===== src/logic/qdw_consts.vh =====
`ifndef QDW_CONSTS_VH
`define QDW_CONSTS_VH

// ---------------------------------------------------------------
// register word addresses
// ---------------------------------------------------------------
`define QDW_A_SYM_HI     5'h00
`define QDW_A_SYM_MID    5'h01
`define QDW_A_SYM_LO     5'h02
`define QDW_A_SYM_GAIN   5'h03
`define QDW_A_CAR_HI     5'h04
`define QDW_A_CAR_MID    5'h05
`define QDW_A_CAR_LO     5'h06
`define QDW_A_CGAIN_ACQ  5'h07
`define QDW_A_CGAIN_SS   5'h08
`define QDW_A_STEP_HI    5'h09
`define QDW_A_STEP_LO    5'h0A
`define QDW_A_DWELL_HI   5'h0B
`define QDW_A_DWELL_LO   5'h0C
`define QDW_A_STEP_CNT   5'h0D
`define QDW_A_NB_INIT    5'h0E
`define QDW_A_CONTROL    5'h0F
`define QDW_A_CLEARS     5'h10
`define QDW_A_WB_CTRL    5'h11
`define QDW_A_TONE       5'h12

// ---------------------------------------------------------------
// reset values
// ---------------------------------------------------------------
`define QDW_RST_BYTE     8'h00
`define QDW_RST_CLEARS   8'hFF
`define QDW_RST_WB_CTRL  8'h14
`define QDW_RST_TONE     8'h30

// ---------------------------------------------------------------
// field positions
// ---------------------------------------------------------------
`define QDW_NIB_HI       7:4
`define QDW_SYM_PGAIN    2:0
`define QDW_CAR_PGAIN    3:0
`define QDW_NB_INIT_F    7:2
`define QDW_WB_TC        7:5
`define QDW_B0           0
`define QDW_B1           1
`define QDW_B2           2
`define QDW_B3           3
`define QDW_B4           4
`define QDW_B5           5
`define QDW_B6           6
`define QDW_B7           7

// ---------------------------------------------------------------
// pin synchroniser depth
// ---------------------------------------------------------------
`define QDW_SYNC_LAST    2
`define QDW_SYNC_IDLE    3'h7

`endif


===== src/logic/qdw_pin_sync.v =====
`timescale 1ns/1ns
`include "qdw_consts.vh"

// three-stage synchroniser; output changes once the last two stages agree
module qdw_pin_sync (
	// clock and reset
	input  wire core_clk,
	input  wire reset,
	// pin in, clean level out
	input  wire pinIn,
	output reg  levelOut
);

	// ---------------------------------------------------------------
	// sync chain
	// ---------------------------------------------------------------
	reg [`QDW_SYNC_LAST:0] stage_q;	// stage 0 is read only by stage 1

	// shift the pin through the chain, then accept agreed value
	always @(posedge core_clk or posedge reset) begin
		if (reset) begin
			// idle high like a released active-low strobe: no false edge after reset
			stage_q  <= `QDW_SYNC_IDLE;
			levelOut <= 1'b1;
		end else begin
			stage_q <= {stage_q[`QDW_SYNC_LAST-1:0], pinIn};
			if (stage_q[`QDW_SYNC_LAST] == stage_q[`QDW_SYNC_LAST-1]) begin
				levelOut <= stage_q[`QDW_SYNC_LAST];
			end
		end
	end

endmodule


===== src/logic/qdw_write_regs.v =====
`timescale 1ns/1ns
`include "qdw_consts.vh"

module qdw_write_regs (
	// clock and reset
	input  wire        core_clk,
	input  wire        reset,
	// parallel host port (pins, active-low strobes)
	input  wire        hostChipEn_n,
	input  wire        hostWriteEn_n,
	input  wire [4:0]  hostAddr,
	input  wire [7:0]  hostData,
	// serial host port, already decoded into bytes by the link slave
	input  wire        serialStart,
	input  wire        serialAddrValid,
	input  wire [7:0]  serialWordAddr,
	input  wire        serialByteValid,
	input  wire [7:0]  serialByte,
	// datapath status
	input  wire        demod_lock_flag,
	// symbol loop
	output reg  [19:0] symbolRateWord,
	output reg  [2:0]  symbolPropGain,
	output reg  [3:0]  symbolIntGain,
	output reg         symbolTrackEn,
	output reg         symbolAccClear,
	// carrier loop
	output reg  [19:0] carrierFreqWord,
	output reg  [3:0]  carrierPropGain,
	output reg  [3:0]  carrierIntGain,
	output reg         carrierTrackEn,
	output reg         carrierAccClear,
	// sweep
	output reg  [15:0] sweepStep,
	output reg  [15:0] dwellSymbols,
	output reg  [7:0]  sweepStepCount,
	output reg         sweepHold,
	output reg         sweepForcePreset,
	// narrowband gain
	output reg  [5:0]  nbGainInitial,
	output reg         nbAdaptEn,
	output reg         nbAccLoad,
	// input conditioning
	output reg         offsetBinary,
	output reg         invertInPhase,
	output reg         autoInvertDetect,
	output reg         biasCancelEn,
	// wide_gain_loop
	output reg         wbExternalInteg,
	output reg         wbDutyInvert,
	output reg         wbIntegFreeze,
	output reg  [2:0]  wbTimeConst,
	output reg         wbAccClear,
	// quality and error counters
	output reg         qualityAccClear,
	output reg         errCountClear,
	// tone and passthrough
	output reg  [7:0]  toneFreqWord,
	output reg         toneHold,
	output reg         passthruEnable
);

	// ---------------------------------------------------------------
	// storage
	// ---------------------------------------------------------------
	reg [7:0] symHi_q, symMid_q, symLo_q, symGain_q;	// symbol loop bytes
	reg [7:0] carHi_q, carMid_q, carLo_q;			// carrier word bytes
	reg [7:0] gainAcq_q, gainSs_q;				// carrier gains
	reg [7:0] stepHi_q, stepLo_q, dwellHi_q, dwellLo_q;	// sweep timing
	reg [7:0] stepCnt_q, nbInit_q;				// count, nb gain
	reg [7:0] control_q, clears_q, wbCtrl_q, tone_q;	// control bytes
	reg [4:0] serialPtr_q;					// serial word pointer
	reg       serialArmed_q;				// pointer loaded
	reg       wrPrev_q;					// strobe edge detect

	// ---------------------------------------------------------------
	// synchronised parallel strobes
	// ---------------------------------------------------------------
	wire chipEnSync_n;	// clean chip enable
	wire writeSync_n;	// clean write strobe

	qdw_pin_sync u_sync_ce (
		.core_clk (core_clk),
		.reset    (reset),
		.pinIn    (hostChipEn_n),
		.levelOut (chipEnSync_n)
	);

	qdw_pin_sync u_sync_we (
		.core_clk (core_clk),
		.reset    (reset),
		.pinIn    (hostWriteEn_n),
		.levelOut (writeSync_n)
	);

	// address and data are stable around the strobe; a 2-stage capture suffices
	reg [4:0] addrS1_q, addrS2_q;	// address capture
	reg [7:0] dataS1_q, dataS2_q;	// data capture

	// capture bus ahead of strobe release
	always @(posedge core_clk or posedge reset) begin
		if (reset) begin
			addrS1_q <= 5'h00;
			addrS2_q <= 5'h00;
			dataS1_q <= 8'h00;
			dataS2_q <= 8'h00;
		end else begin
			addrS1_q <= hostAddr;
			addrS2_q <= addrS1_q;
			dataS1_q <= hostData;
			dataS2_q <= dataS1_q;
		end
	end

	// ---------------------------------------------------------------
	// write arbitration
	// ---------------------------------------------------------------
	wire       parActive = ~writeSync_n & ~chipEnSync_n;	// strobe low
	wire       parWrite  = wrPrev_q & ~parActive;		// end of strobe
	wire       serWrite  = serialByteValid & serialArmed_q;
	reg        wrEn;		// a byte lands this cycle
	reg  [4:0] wrAddr;		// its address
	reg  [7:0] wrData;		// its value

	// parallel write wins if both ports fire together
	always @* begin
		wrEn   = parWrite | serWrite;
		wrAddr = parWrite ? addrS2_q : serialPtr_q;
		wrData = parWrite ? dataS2_q : serialByte;
	end

	// strobe edge history
	always @(posedge core_clk or posedge reset) begin
		if (reset) begin
			wrPrev_q <= 1'b0;
		end else begin
			wrPrev_q <= parActive;
		end
	end

	// serial word pointer, advances after every data byte accepted once an address is loaded
	always @(posedge core_clk or posedge reset) begin
		if (reset) begin
			serialPtr_q   <= 5'h00;
			serialArmed_q <= 1'b0;
		end else if (serialStart) begin
			serialArmed_q <= 1'b0;
		end else if (serialAddrValid) begin
			serialPtr_q   <= serialWordAddr[4:0];
			serialArmed_q <= 1'b1;
		end else if (serWrite) begin
			serialPtr_q <= serialPtr_q + 5'h01;
		end
	end

	// ---------------------------------------------------------------
	// register bank
	// ---------------------------------------------------------------
	// store each byte at its decoded address
	always @(posedge core_clk or posedge reset) begin
		if (reset) begin
			symHi_q   <= `QDW_RST_BYTE;
			symMid_q  <= `QDW_RST_BYTE;
			symLo_q   <= `QDW_RST_BYTE;
			symGain_q <= `QDW_RST_BYTE;
			carHi_q   <= `QDW_RST_BYTE;
			carMid_q  <= `QDW_RST_BYTE;
			carLo_q   <= `QDW_RST_BYTE;
			gainAcq_q <= `QDW_RST_BYTE;
			gainSs_q  <= `QDW_RST_BYTE;
			stepHi_q  <= `QDW_RST_BYTE;
			stepLo_q  <= `QDW_RST_BYTE;
			dwellHi_q <= `QDW_RST_BYTE;
			dwellLo_q <= `QDW_RST_BYTE;
			stepCnt_q <= `QDW_RST_BYTE;
			nbInit_q  <= `QDW_RST_BYTE;
			control_q <= `QDW_RST_BYTE;
			clears_q  <= `QDW_RST_CLEARS;
			wbCtrl_q  <= `QDW_RST_WB_CTRL;
			tone_q    <= `QDW_RST_TONE;
		end else if (wrEn) begin
			case (wrAddr)
				`QDW_A_SYM_HI: begin
					symHi_q <= wrData;
				end
				`QDW_A_SYM_MID: begin
					symMid_q <= wrData;
				end
				`QDW_A_SYM_LO: begin
					symLo_q <= wrData;
				end
				`QDW_A_SYM_GAIN: begin
					symGain_q <= wrData;
				end
				`QDW_A_CAR_HI: begin
					carHi_q <= wrData;
				end
				`QDW_A_CAR_MID: begin
					carMid_q <= wrData;
				end
				`QDW_A_CAR_LO: begin
					carLo_q <= wrData;
				end
				`QDW_A_CGAIN_ACQ: begin
					gainAcq_q <= wrData;
				end
				`QDW_A_CGAIN_SS: begin
					gainSs_q <= wrData;
				end
				`QDW_A_STEP_HI: begin
					stepHi_q <= wrData;
				end
				`QDW_A_STEP_LO: begin
					stepLo_q <= wrData;
				end
				`QDW_A_DWELL_HI: begin
					dwellHi_q <= wrData;
				end
				`QDW_A_DWELL_LO: begin
					dwellLo_q <= wrData;
				end
				`QDW_A_STEP_CNT: begin
					stepCnt_q <= wrData;
				end
				`QDW_A_NB_INIT: begin
					nbInit_q <= wrData;
				end
				`QDW_A_CONTROL: begin
					control_q <= wrData;
				end
				`QDW_A_CLEARS: begin
					clears_q <= wrData;
				end
				`QDW_A_WB_CTRL: begin
					wbCtrl_q <= wrData;
				end
				`QDW_A_TONE: begin
					tone_q <= wrData;
				end
				default: begin
					// unmapped or other banks: dropped
				end
			endcase
		end
	end

	// ---------------------------------------------------------------
	// datapath outputs, registered one cycle after the store
	// ---------------------------------------------------------------
	// decode stored bytes into datapath controls
	always @(posedge core_clk or posedge reset) begin
		if (reset) begin
			symbolRateWord   <= 20'h00000;
			symbolPropGain   <= 3'h0;
			symbolIntGain    <= 4'h0;
			symbolTrackEn    <= 1'b0;
			symbolAccClear   <= 1'b0;
			carrierFreqWord  <= 20'h00000;
			carrierPropGain  <= 4'h0;
			carrierIntGain   <= 4'h0;
			carrierTrackEn   <= 1'b0;
			carrierAccClear  <= 1'b0;
			sweepStep        <= 16'h0000;
			dwellSymbols     <= 16'h0000;
			sweepStepCount   <= 8'h00;
			sweepHold        <= 1'b0;
			sweepForcePreset <= 1'b0;
			nbGainInitial    <= 6'h00;
			nbAdaptEn        <= 1'b0;
			nbAccLoad        <= 1'b0;
			offsetBinary     <= 1'b0;
			invertInPhase    <= 1'b1;
			autoInvertDetect <= 1'b0;
			biasCancelEn     <= 1'b0;
			wbExternalInteg  <= 1'b0;
			wbDutyInvert     <= 1'b0;
			wbIntegFreeze    <= 1'b0;
			wbTimeConst      <= 3'h0;
			wbAccClear       <= 1'b0;
			qualityAccClear  <= 1'b0;
			errCountClear    <= 1'b0;
			toneFreqWord     <= `QDW_RST_TONE;
			toneHold         <= 1'b0;
			passthruEnable   <= 1'b1;
		end else begin
			symbolRateWord   <= {symHi_q, symMid_q, symLo_q[`QDW_NIB_HI]};
			symbolPropGain   <= symGain_q[`QDW_SYM_PGAIN];
			symbolIntGain    <= symGain_q[`QDW_NIB_HI];
			carrierFreqWord  <= {carHi_q, carMid_q, carLo_q[`QDW_NIB_HI]};
			// acquisition gains until lock, steady state after
			if (demod_lock_flag) begin
				carrierPropGain <= gainSs_q[`QDW_CAR_PGAIN];
				carrierIntGain  <= gainSs_q[`QDW_NIB_HI];
			end else begin
				carrierPropGain <= gainAcq_q[`QDW_CAR_PGAIN];
				carrierIntGain  <= gainAcq_q[`QDW_NIB_HI];
			end
			sweepStep        <= {stepHi_q, stepLo_q};
			sweepStepCount   <= stepCnt_q;
			dwellSymbols     <= {dwellHi_q, dwellLo_q};
			nbGainInitial    <= nbInit_q[`QDW_NB_INIT_F];
			offsetBinary     <= control_q[`QDW_B0];
			invertInPhase    <= ~control_q[`QDW_B1];
			autoInvertDetect <= control_q[`QDW_B7];
			biasCancelEn     <= control_q[`QDW_B2];
			symbolTrackEn    <= control_q[`QDW_B3];
			carrierTrackEn   <= control_q[`QDW_B4];
			sweepHold        <= control_q[`QDW_B5];
			nbAdaptEn        <= control_q[`QDW_B6];
			symbolAccClear   <= ~clears_q[`QDW_B0];
			carrierAccClear  <= ~clears_q[`QDW_B1];
			// clearing the wideband accumulator only matters in digital mode
			wbAccClear       <= ~clears_q[`QDW_B2] & ~wbCtrl_q[`QDW_B0];
			nbAccLoad        <= ~clears_q[`QDW_B3];
			sweepForcePreset <= ~clears_q[`QDW_B5];
			qualityAccClear  <= ~clears_q[`QDW_B6];
			errCountClear    <= ~clears_q[`QDW_B7];
			wbExternalInteg  <= wbCtrl_q[`QDW_B0];
			wbDutyInvert     <= wbCtrl_q[`QDW_B1];
			wbIntegFreeze    <= ~wbCtrl_q[`QDW_B2] & ~wbCtrl_q[`QDW_B0];
			wbTimeConst      <= wbCtrl_q[`QDW_WB_TC];
			toneHold         <= wbCtrl_q[`QDW_B3];
			passthruEnable   <= wbCtrl_q[`QDW_B4];
			toneFreqWord     <= tone_q;
		end
	end

endmodule


===== config.mk =====
export PLATFORM = sky130hd
export DESIGN_NAME = qdw_write_regs
export DESIGN_NICKNAME = d
export VERILOG_FILES = /design/src/logic/qdw_pin_sync.v /design/src/logic/qdw_write_regs.v
export VERILOG_INCLUDE_DIRS = /design/src /design/src/logic
export SDC_FILE = /design/constraint.sdc
export NUM_CORES = 1
export LEC_CHECK = 0
export ABC_CLOCK_PERIOD_IN_PS = 8800
export BUFFER_PORTS_ARGS = -buffer_cell sky130_fd_sc_hd__buf_2
export CORE_MARGIN = 2
export CORE_UTILIZATION = 51
export CTS_CLUSTER_DIAMETER = 120
export CTS_CLUSTER_SIZE = 10
export DETAILED_ROUTE_END_ITERATION = 12
export PLACE_DENSITY = 0.75
export SETUP_SLACK_MARGIN = 0.15
export SLEW_MARGIN = 20
export SYNTH_ARGS = -nofsm -noshare
export SYNTH_HDL_FRONTEND = slang
export SYNTH_HIERARCHICAL = 1
export SYNTH_SLANG_ARGS = --single-unit

===== constraint.sdc =====
create_clock -name core_clk -period 8.8 [get_ports core_clk]
set_clock_uncertainty 0.15 [all_clocks]
set_input_delay 0.44 -clock core_clk [delete_from_list [all_inputs] [get_ports core_clk]]
set_output_delay 0.44 -clock core_clk [all_outputs]
set_load 0.005 [all_outputs]

==> results.txt <==
Die Area - 23200 µm²
starting density of the core - 51.7%
synthesis-to-finish area growth - 20.4%
Hold WS - 0.0822 ns
routed wire length - 28.6 mm
clk buf depth - 3
Leak Pwr - 6.08 nW
Die Height - 152 µm
Max IR drop VDD - 168 µV
Clock Pin Slew Worst Setup and Hold Paths - 0.06 ns
CP cell instances - nand3b_1 > nor3b_1 > a21oi_1 > a222oi_1
All-Layer GR Usage - 24.4%
largest net degree at the start of global routing - 174
Tcrit/Tclk final - 31.5%
CTS Buf Count - 37
CP max FO - 14
grt ovf - 0
hold path startpoint - serialWordAddr[4]
pwr dens - 315 nW/µm²
count of final hold-check violations - 0
DRT Pass-1 Iters - 7
CTS Root Cell - clkbuf_16
initial DRC count - 1099
Fmax - 360 MHz
Critical Path Sink Type - register
area share of the largest cell type after synthesis - 64.6%
#FFs+latches synth - 313
DP HPWL - 17.8 mm
Mapped Nets - 864
critical path type - reg -> reg
Worst EP arrival - 3.00 ns
layout cell share with drive strength beyond 1 - 28.9%
first-pass GRT wire length - 44.4 mm
Post-synth ARST share - 100%
DRC viols - 0
post-synth top area cell - dfrtp_1
post-route design area - 13500 µm²
Antenna Nets Post-Route - 0
worst hold path class - in -> reg
Slew HR - 32.9%
RSZ-0062 raised after global routing - no
Slew Limit Fails - 0
postcts setup bufs - 0
Post-Syn Area - 11200 µm²
Via density - 6.03
Die X - 152 µm
Final nets - 1042
number of max-cap violations - 0
CP Launch Type - register
sequential cell area - 7860 µm²
CP required - 9.03 ns
initial antenna violation count - 1
EDFF count, synth - 0
# IOs - 169
core area - 21800 µm²
clk_lat worst skew - 0.52 ns
r2r startpoint - serialPtr_q[4]$_DFFE_PP0P_
vias in the first global route - 7858
outcome - finished clean
vias - 7887
Tightest Pin Transition - 0.999 ns
largest stage delay on the critical path - 0.69 ns
# resized after CTS - 0
routability cong. - 0.854
count leader, synth - dfrtp_1
input/output buffers - 165
sequential share of the synthesized area - 69.9%
synthesized netlist cell count - 826
Post-synth top cells - 290 x dfrtp_1, 83 x inv_1, 64 x a222oi_1
YS warnings - 6
area of the multi-input gates - 2850 µm²
CTS tree - built
post-cts hold buffer count - 17
drt wl/cell - 21.9 µm
number of distinct library cells after synthesis - 61
Sink Count - 313
Placement Cell Area - 12300 µm²
Fillers - 1687
Final Setup Violations - 0
setup_tns - 0 ns
CP Launch Point - serialPtr_q[4]$_DFFE_PP0P_
Max H-tree Level - 2
Mapped Avg Cell Area - 13.6 µm²
# rows - 54
utilization after layout - 62.2%
CP max-delay cell - nor3b_1
Synth Flop Type - dfrtp_1
Area contributors post-synth - dfrtp_1 65%, a222oi_1 5.7%, dfstp_2 5.4%, o221a_2 3.1%, inv_1 2.8%
crit path time final - 2.77 ns
## cells in the final DEF, fill, tap and decap left out, types with 5 or more instances in the layout
master,netlist,layout
a21oi_1,9,9
mux2_2,8,8
or3_1,17,17
o221a_2,31,31
a222oi_1,64,64
clkbuf_16,0,39
clkbuf_1,30,21
inv_1,83,82
o21a_1,30,30
buf_4,1,5
o22ai_1,7,7
nor3_1,19,19
a31oi_1,7,7
dfrtp_1,290,290
nand2_1,25,25
dlygate4sd3_1,0,17
nand4_1,7,7
o22a_1,29,29
nor2_1,49,49
a221oi_1,7,7
buf_2,10,165
dfstp_2,23,23
## sequential cells by signal, indices dropped and copies added (netlist names), 16 cells and up
register	count
carrierFreqWord	20
symbolRateWord	20
dwellSymbols	16
sweepStep	16
## where the power goes
group | internal (mW) | switching (mW) | total (mW)
sequential | 1.94 | 0.251 | 2.19
clock | 0.816 | 0.551 | 1.37
combinational | 0.379 | 0.338 | 0.717
total | 3.13 | 1.14 | 4.27
## cell type report
type	count	area share, %
flip-flops and latches	313	58.1
multi-input cells	379	21.1
repair buffers	189	7.98
clock buffers	60	7.79
well taps	280	2.59
inverters	84	2.36
clock inverters	2	0.129
diodes	1	0.0185
## cells by family after synthesis
logic type | share of synthesized area [%]
AO/OA/AOI/OAI | 16.0
adder cells (fa/ha/maj) | 0.312
buffers and inverters | 4.70
flip-flops | 69.9
multiplexers | 0.979
AND/OR/NAND/NOR | 8.04
## worst max-delay path: cells and delay by family, from the launching register on
family	cells	cell delay, ns
compound gates	2	0.88
simple gates	2	1.19
flops	1	0.42
## worst paths after layout
| kind | slack (ns) | cells past startpoint | to |
|---|---|---|---|
| setup / recovery | 6.03 | 4 | dwellLo_q[4]$_DFFE_PP0P_ |
| hold / removal | 0.08 | 3 | serialPtr_q[4]$_DFFE_PP0P_ |
| setup reg to reg | 6.03 | 4 | dwellLo_q[4]$_DFFE_PP0P_ |
| hold reg to reg | 0.19 | 0 | addrS2_q[0]$_DFF_PP0_ |
| max in group asynchronous | 6.30 | 5 | sweepStep[14]$_DFF_PP0_ |
| min in group asynchronous | 0.45 | 3 | u_sync_we/stage_q[0]$_DFF_PP1_ |
## stage by stage
step	setup WS (ns)	std cells	total power, mW
finish	6.03	1308	4.27
detailed placement	5.94	1227	2.90
floorplan	4.17	826	2.52
CTS	5.86	1306	4.29
global route	5.89	1308	4.48
global placement	5.99	1227	2.88
## metal layers
metal  wire length (µm)  track usage [%]
met5                  0                0
met4               1400             12.4
met2              13300             37.3
met1              11500             33.9
met3               2380             4.69
Note: power is estimated with default switching activity, not from simulation.
